[src/rtl/clkctl_pkg.sv]
// package with register map, field layout, settings types and bus response codes for the input clock control block
// How it works
// - bypass bit 1 skips glitch-free reference mux
// - keep-on 0 powers down alt buffer once the reference is back on the main input
// - keep-on 1 keeps alt buffer on
// - 3-bit reference divider, 0 bypass, n+1
// - 5-bit feedback divider, 0 bypass, n+1
package clkctl_pkg;
    // register indices; the byte address on the bus is four times the index
    localparam logic [7:0] IDX_INPUT_CLOCK_CONTROL = 8'h33;
    localparam logic [7:0] IDX_SYNTH1_REF_DIV = 8'h34;
    localparam logic [7:0] IDX_SYNTH1_FB_DIV = 8'h35;
    localparam int ADDR_W = 12;
    localparam int BYPASS_BIT = 7;
    localparam int KEEP_ON_BIT = 2;
    localparam int ALT_GAIN_BIT = 1;
    localparam int MAIN_GAIN_BIT = 0;
    localparam int REF_DIV_W = 3;
    localparam int FB_DIV_W = 5;
    localparam int RSVD_LO = 3;
    localparam int RSVD_HI = 6;
    localparam logic [7:0] INPUT_CLOCK_CONTROL_RESET = 8'h03;
    localparam logic [7:0] SYNTH1_REF_DIV_RESET = 8'h00;
    localparam logic [7:0] SYNTH1_FB_DIV_RESET = 8'h00;
    localparam logic [1:0] RESP_OKAY = 2'h0;
    localparam logic [1:0] RESP_SLVERR = 2'h2;

    typedef struct packed {
        logic ref_mux_bypass;
        logic keep_alt_osc_buffer_on;
        logic alt_input_gain;
        logic main_input_gain;
    } input_ctrl_t;

    typedef struct packed {
        logic ref_mux_enable;
        logic alt_osc_buffer_enable;
        logic alt_gain_max;
        logic main_gain_max;
        logic ref_div_bypass;
        logic [3:0] ref_div_value;
        logic fb_div_bypass;
        logic [5:0] fb_div_value;
    } clk_cfg_t;

    function automatic logic [ADDR_W-1:0] byte_addr(input logic [7:0] idx);
        byte_addr = ADDR_W'({idx, 2'b00});
    endfunction
endpackage

[src/rtl/div_decode.sv]
// decoder from a divider field to bypass flag and divide value
module div_decode #(
    parameter int W = 3
) (
    input wire logic [W-1:0] field,
    output logic bypass,
    output logic [W:0] value
);
    // refuse field widths the decoder cannot serve at elaboration
    if (W < 1 || W > 8)
    begin
        $error("div_decode width out of range");
    end
    // zero bypasses, any n divides by n+1
    always_comb
    begin
        bypass = (field == '0);
        value = bypass ? {{W{1'b0}}, 1'b1} : ({1'b0, field} + {{W{1'b0}}, 1'b1});
    end
endmodule

[src/rtl/input_clock_ctrl.sv]
// axi4-lite register block for input clock control and synthesizer 1 dividers
module input_clock_ctrl
(
    input wire logic aclk,
    input wire logic aresetn,
    input wire logic [clkctl_pkg::ADDR_W-1:0] s_axi_awaddr,
    input wire logic s_axi_awvalid,
    output logic s_axi_awready,
    input wire logic [31:0] s_axi_wdata,
    input wire logic [3:0] s_axi_wstrb,
    input wire logic s_axi_wvalid,
    output logic s_axi_wready,
    output logic [1:0] s_axi_bresp,
    output logic s_axi_bvalid,
    input wire logic s_axi_bready,
    input wire logic [clkctl_pkg::ADDR_W-1:0] s_axi_araddr,
    input wire logic s_axi_arvalid,
    output logic s_axi_arready,
    output logic [31:0] s_axi_rdata,
    output logic [1:0] s_axi_rresp,
    output logic s_axi_rvalid,
    input wire logic s_axi_rready,
    input wire logic ref_on_main,
    output clkctl_pkg::clk_cfg_t cfg
);
    import clkctl_pkg::*;

    typedef enum logic [1:0] {W_IDLE, W_RESP} wstate_t;

    logic [7:0] ctrl_q;
    logic [REF_DIV_W-1:0] rdiv_q;
    logic [FB_DIV_W-1:0] mdiv_q;
    logic [ADDR_W-1:0] awaddr_q;
    logic aw_have_q;
    logic [7:0] wbyte_q;
    logic wstrb0_q;
    logic w_have_q;
    wstate_t wstate_q;
    logic alt_buf_on_q;
    logic rdiv_byp;
    logic mdiv_byp;
    logic [REF_DIV_W:0] rdiv_val;
    logic [FB_DIV_W:0] mdiv_val;
    logic do_write;
    logic [7:0] rd_byte;
    logic rd_hit;

    input_ctrl_t ictl;
    assign ictl = '{ref_mux_bypass: ctrl_q[BYPASS_BIT], keep_alt_osc_buffer_on: ctrl_q[KEEP_ON_BIT],
                    alt_input_gain: ctrl_q[ALT_GAIN_BIT], main_input_gain: ctrl_q[MAIN_GAIN_BIT]};

    function automatic logic [1:0] decode_reg(input logic [ADDR_W-1:0] a);
        if (a == byte_addr(IDX_INPUT_CLOCK_CONTROL))
            decode_reg = 2'h1;
        else if (a == byte_addr(IDX_SYNTH1_REF_DIV))
            decode_reg = 2'h2;
        else if (a == byte_addr(IDX_SYNTH1_FB_DIV))
            decode_reg = 2'h3;
        else
            decode_reg = 2'h0;
    endfunction

    // write address and data taken in either order, response after both
    assign do_write = aw_have_q && w_have_q && (wstate_q == W_IDLE);

    always_ff @(posedge aclk)
    begin
        if (!aresetn)
        begin
            aw_have_q <= 1'b0;
            awaddr_q <= '0;
            s_axi_awready <= 1'b0;
        end
        else
        begin
            s_axi_awready <= !aw_have_q && !s_axi_awready && wstate_q == W_IDLE;
            if (s_axi_awvalid && s_axi_awready)
            begin
                aw_have_q <= 1'b1;
                awaddr_q <= s_axi_awaddr;
            end
            else if (do_write)
                aw_have_q <= 1'b0;
        end
    end

    always_ff @(posedge aclk)
    begin
        if (!aresetn)
        begin
            w_have_q <= 1'b0;
            wbyte_q <= '0;
            wstrb0_q <= 1'b0;
            s_axi_wready <= 1'b0;
        end
        else
        begin
            s_axi_wready <= !w_have_q && !s_axi_wready && wstate_q == W_IDLE;
            if (s_axi_wvalid && s_axi_wready)
            begin
                w_have_q <= 1'b1;
                wbyte_q <= s_axi_wdata[7:0];
                wstrb0_q <= s_axi_wstrb[0];
            end
            else if (do_write)
                w_have_q <= 1'b0;
        end
    end

    always_ff @(posedge aclk)
    begin
        if (!aresetn)
        begin
            wstate_q <= W_IDLE;
            s_axi_bvalid <= 1'b0;
            s_axi_bresp <= RESP_OKAY;
        end
        else
        begin
            case (wstate_q)
                W_IDLE:
                    if (do_write)
                    begin
                        wstate_q <= W_RESP;
                        s_axi_bvalid <= 1'b1;
                        s_axi_bresp <= (decode_reg(awaddr_q) == 2'h0) ? RESP_SLVERR : RESP_OKAY;
                    end
                W_RESP:
                    if (s_axi_bready)
                    begin
                        wstate_q <= W_IDLE;
                        s_axi_bvalid <= 1'b0;
                    end
                default:
                    wstate_q <= W_IDLE;
            endcase
        end
    end

    // register storage; reserved bits 6:3 of the control register are writable
    always_ff @(posedge aclk)
    begin
        if (!aresetn)
        begin
            ctrl_q <= INPUT_CLOCK_CONTROL_RESET;
            rdiv_q <= SYNTH1_REF_DIV_RESET[REF_DIV_W-1:0];
            mdiv_q <= SYNTH1_FB_DIV_RESET[FB_DIV_W-1:0];
        end
        else if (do_write && wstrb0_q)
        begin
            if (decode_reg(awaddr_q) == 2'h1)
                ctrl_q <= wbyte_q;
            else if (decode_reg(awaddr_q) == 2'h2)
                rdiv_q <= wbyte_q[REF_DIV_W-1:0];
            else if (decode_reg(awaddr_q) == 2'h3)
                mdiv_q <= wbyte_q[FB_DIV_W-1:0];
        end
    end

    always_comb
    begin
        rd_hit = 1'b1;
        rd_byte = 8'h00;
        if (decode_reg(s_axi_araddr) == 2'h1)
            rd_byte = ctrl_q;
        else if (decode_reg(s_axi_araddr) == 2'h2)
            rd_byte = {{(8-REF_DIV_W){1'b0}}, rdiv_q};
        else if (decode_reg(s_axi_araddr) == 2'h3)
            rd_byte = {{(8-FB_DIV_W){1'b0}}, mdiv_q};
        else
            rd_hit = 1'b0;
    end

    // read channel: one cycle to rvalid after arvalid and arready
    always_ff @(posedge aclk)
    begin
        if (!aresetn)
        begin
            s_axi_arready <= 1'b0;
            s_axi_rvalid <= 1'b0;
            s_axi_rdata <= '0;
            s_axi_rresp <= RESP_OKAY;
        end
        else
        begin
            s_axi_arready <= !s_axi_rvalid && !s_axi_arready;
            if (s_axi_arvalid && s_axi_arready)
            begin
                s_axi_rvalid <= 1'b1;
                s_axi_rdata <= {24'h000000, rd_byte};
                s_axi_rresp <= rd_hit ? RESP_OKAY : RESP_SLVERR;
            end
            else if (s_axi_rvalid && s_axi_rready)
                s_axi_rvalid <= 1'b0;
        end
    end

    // alternate crystal buffer: off on return to main input unless kept on
    always_ff @(posedge aclk)
    begin
        if (!aresetn)
            alt_buf_on_q <= 1'b1;
        else if (!ref_on_main)
            alt_buf_on_q <= 1'b1;
        else if (ictl.keep_alt_osc_buffer_on)
            alt_buf_on_q <= 1'b1;
        else
            alt_buf_on_q <= 1'b0;
    end

    div_decode #(.W(REF_DIV_W)) u_rdiv (.field(rdiv_q), .bypass(rdiv_byp), .value(rdiv_val));
    div_decode #(.W(FB_DIV_W)) u_mdiv (.field(mdiv_q), .bypass(mdiv_byp), .value(mdiv_val));

    always_ff @(posedge aclk)
    begin
        if (!aresetn)
            cfg <= '0;
        else
        begin
            cfg.ref_mux_enable <= !ictl.ref_mux_bypass;
            cfg.alt_osc_buffer_enable <= alt_buf_on_q;
            cfg.alt_gain_max <= ictl.alt_input_gain;
            cfg.main_gain_max <= ictl.main_input_gain;
            cfg.ref_div_bypass <= rdiv_byp;
            cfg.ref_div_value <= rdiv_val;
            cfg.fb_div_bypass <= mdiv_byp;
            cfg.fb_div_value <= mdiv_val;
        end
    end
endmodule

[config.mk]
export PLATFORM = sky130hd
export DESIGN_NAME = input_clock_ctrl
export DESIGN_NICKNAME = d
export VERILOG_FILES = /design/src/rtl/clkctl_pkg.sv /design/src/rtl/div_decode.sv /design/src/rtl/input_clock_ctrl.sv
export SDC_FILE = /design/constraint.sdc
export NUM_CORES = 1
export LEC_CHECK = 0
export BUFFER_PORTS_ARGS = -buffer_cell sky130_fd_sc_hd__buf_2
export CORE_AREA = 2 2 106 108
export DETAILED_ROUTE_END_ITERATION = 16
export DIE_AREA = 0 0 108 110
export PLACE_DENSITY_LB_ADDON = 0.2
export SLEW_MARGIN = 15
export SYNTH_ARGS = -nofsm -noshare
export SYNTH_HDL_FRONTEND = slang
export SYNTH_HIERARCHICAL = 1
export SYNTH_SLANG_ARGS = --single-unit
[constraint.sdc]
create_clock -name aclk -period 3.2 [get_ports aclk]
set_clock_uncertainty 0.15 [all_clocks]
set_input_delay 0.32 -clock aclk [delete_from_list [all_inputs] [get_ports aclk]]
set_output_delay 0.32 -clock aclk [all_outputs]
set_load 0.02 [all_outputs]
==> results_dict.tcl <==
set metrics [dict create \
    ys_ff_latch 71 \
    rrSetupSlack_ns 1.33 \
    ys_types 42 \
    route.detailed.drc 0 \
    hold_ws_ns 0.03068 \
    grt_pass1_wl_mm 10.56 \
    yosysTopAreaCellShare_pct 46.63 \
    grt_overflow 0 \
    yosys-top-cells-area "dfxtp_1 (47%), nand2_1 (8.9%), buf_4 (6.4%), a21boi_0 (5.9%), mux2i_1 (5.3%)" \
    met1_usage_pct 13.85 \
    final.setup.tns_ns 0 \
    synth_simple_gate_area_share_pct 24.71 \
    start_util_pct 28.49 \
    synth_compound_area_share_pct 11.29 \
    clockBufferDepth 2 \
    yosys_warnings 6 \
    postCtsHoldBufs 0 \
    grtUsageMet3_pct 4.056 \
    synth_top_cell_by_area "dfxtp_1" \
    synth_cells 337 \
    r2r-end "mdiv_q[3]" \
    hold_path.class "in2reg" \
    vdd_drop_max_mv 0.2203 \
    syn_avg_cell_area_um2 9.044 \
    synth_edf_count 0 \
    synth_xor_area_share_pct 0.5747 \
    first_pass_iters 4 \
    rsz0062_at_grt "no" \
    synth_top_family_by_area "simple AND/OR/NAND/NOR gates" \
    first_iter_violations 62 \
    reg2reg_depth 4 \
    crit_arrival_ns 1.98 \
    ys.flop_type "dfxtp_1" \
    drt-total-wl_mm 6.241 \
    grt_use_met2_pct 18.87 \
    nNetsFinal 476 \
    wl_per_cell_um 11.37 \
    die_y_um 110 \
    synth_adder_area_share_pct 1.642 \
    worstSkewPairLatency_ns 0.34 \
    htree_levels 3 \
    dpl.hpwl_mm 4.471 \
    outcome "finished, final reports clean" \
    die_area_mm2 0.01188 \
    p_leak_nw 1.533 \
    postCtsSetupBuffers 0 \
    holdPathEnd "alt_buf_on_q" \
    power_density_mw_per_mm2 472.8 \
    grt_max_degree 82 \
    area_delta_synth_final_pct 18.60 \
    hold_start "ref_on_main" \
    syn-cell-area_mm2 0.003048 \
    root_buffer "clkbuf_8" \
    cap_viol_max_count 0 \
    viasPerCell 4.144 \
    place_congestion 0.6926 \
    vias 2275 \
    cts_tree "done" \
    postRouteAntennaNets 0 \
    antenna_found_initial 0 \
    fp.coreArea_mm2 0.01070 \
    fp-row-count 38 \
    grt_pass1_vias 2189 \
    cp-end-kind "register" \
    die_w_um 108 \
    cts.repair.resized 0 \
    worstPathMaxFanout 5 \
    period_needed_ns 1.875 \
    gr-max-usage-layer "met2" \
    setup_viol 0 \
    worst_slew_pin_slew_ns 0.5964 \
    drv_slew 0 \
    synth_async_sr_flop_share_pct 0 \
    path_class "reg2reg" \
    crit_path_start_kind "register" \
    fmax_mhz 533.4 \
    cts_buffers 9 \
    finalHoldViolCount 0 \
    grt_use_total_pct 11.41 \
    cts.reportedPaths.clkPinSlew_ns 0.08 \
    min_path_cells 2 \
    fin_util_pct 33.79 \
    r2r-start "awaddr_q[11]" \
    cts.sinks 71 \
    synth_mux_area_share_pct 5.624 \
    place.port_buffers 71 \
    yosysSeqAreaShare_pct 46.63 \
    drive_gt1_share_pct 22.98 \
    finalCritPeriodShare_pct 58.59 \
    io_pins 125 \
    critPathRequiredTime_ns 3.31 \
    relSlewSlack_pct 60.03 \
    n_antenna_cell 0 \
]
==> sequential cells by signal, summed over array words and instances (netlist names) <==
name           cells
ctrl_q             8
s_axi_arready      1
wbyte_q            8
rdiv_q             3
s_axi_wready       1
cfg               16
s_axi_awready      1
s_axi_bvalid       1
s_axi_rdata        8
aw_have_q          1
mdiv_q             5
awaddr_q          12
s_axi_bresp        1
s_axi_rvalid       1
s_axi_rresp        1
wstrb0_q           1
w_have_q           1
alt_buf_on_q       1
==> final cells by class <==
type                       count  area [µm²]
inverter                       9       33.78
clock buffer                  11       141.4
tap                          140       175.2
multi-input combinational    241        1434
sequential                    71        1421
fill                        1172        7083
timing repair buffer          72       375.4
clock inverter                 5       33.78
==> cell usage in the layout, fill, tap and decap left out, types with 2 or more instances in the layout <==
cell type	instances
nor3_1	2
ha_1	4
o21ai_0	10
mux2i_1	16
conb_1	26
a22o_1	5
nor3b_1	2
clkinv_2	2
a21oi_1	2
clkinvlp_4	2
a22oi_1	3
xnor2_1	2
buf_2	71
nand2b_1	5
nand3b_1	2
nand3_1	10
and2_1	18
clkbuf_8	10
nand2_1	72
a21boi_0	24
nor2b_1	12
inv_1	9
dfxtp_1	71
nor2_1	5
a32oi_1	2
and4b_1	2
==> critical path: stages, from the launching register on <==
cell     delay [ns]
dfxtp_1        0.35
nor4_4         0.31
nand4_2        0.18
nor3_2         0.54
mux2i_1        0.26
==> cells by family after synthesis <==
kind of cell	Yosys count
XOR/XNOR	2
adder cells (fa/ha/maj)	4
AO/OA/AOI/OAI	49
flip-flops	71
AND/OR/NAND/NOR	143
other	1
multiplexers	17
buffers and inverters	50
==> report_power, final <==
group / internal (W) / leakage, nW / total (W) / switching, W
Combinational: 0.0000557 / 0.869 / 0.000158 / 0.000102
Sequential: 0.000910 / 0.578 / 0.000926 / 0.0000156
Clock: 0.000301 / 0.0853 / 0.000626 / 0.000325
==> how the worst max path moves through the flow <==
stage,start,endpoint,cells past startpoint
finish,awaddr_q[11],mdiv_q[3],4
global route,awaddr_q[11],ctrl_q[1],4
CTS,awaddr_q[11],mdiv_q[3],4
detailed placement,awaddr_q[11],mdiv_q[1],4
global placement,awaddr_q[11],mdiv_q[0],4
floorplan,s_axi_bvalid,rdiv_q[2],5
==> synth_stat cells, types with 5 or more instances <==
cell and n:
nand3_1 10, nand2b_1 5, clkbuf_1 14, nor2_1 5, a21boi_0 24, nor2b_1 12, nand2_1 72, inv_1 9
buf_4 26, and2_1 18, o21ai_0 10, mux2i_1 16, a22o_1 5, dfxtp_1 71
==> through the flow <==
step | area [µm²] | instances | power, W | setup WS, ns
after CTS | 3615 | 549 | 0.001738 | 1.275
after detailed placement | 3440 | 533 | 0.001106 | 1.344
final | 3615 | 549 | 0.001709 | 1.325
after global routing | 3615 | 549 | 0.001809 | 1.143
after global placement | 3440 | 533 | 0.001104 | 1.347
after floorplan | 3142 | 362 | 0.001075 | 1.524
==> per-layer routing <==
metal | part of all wire [%] | routed length, µm
met1 | 47 | 2910
met2 | 46 | 2860
met3 | 5.9 | 366
met4 | 1.7 | 104
met5 | 0 | 0
Power figures use the tool's default switching activity.
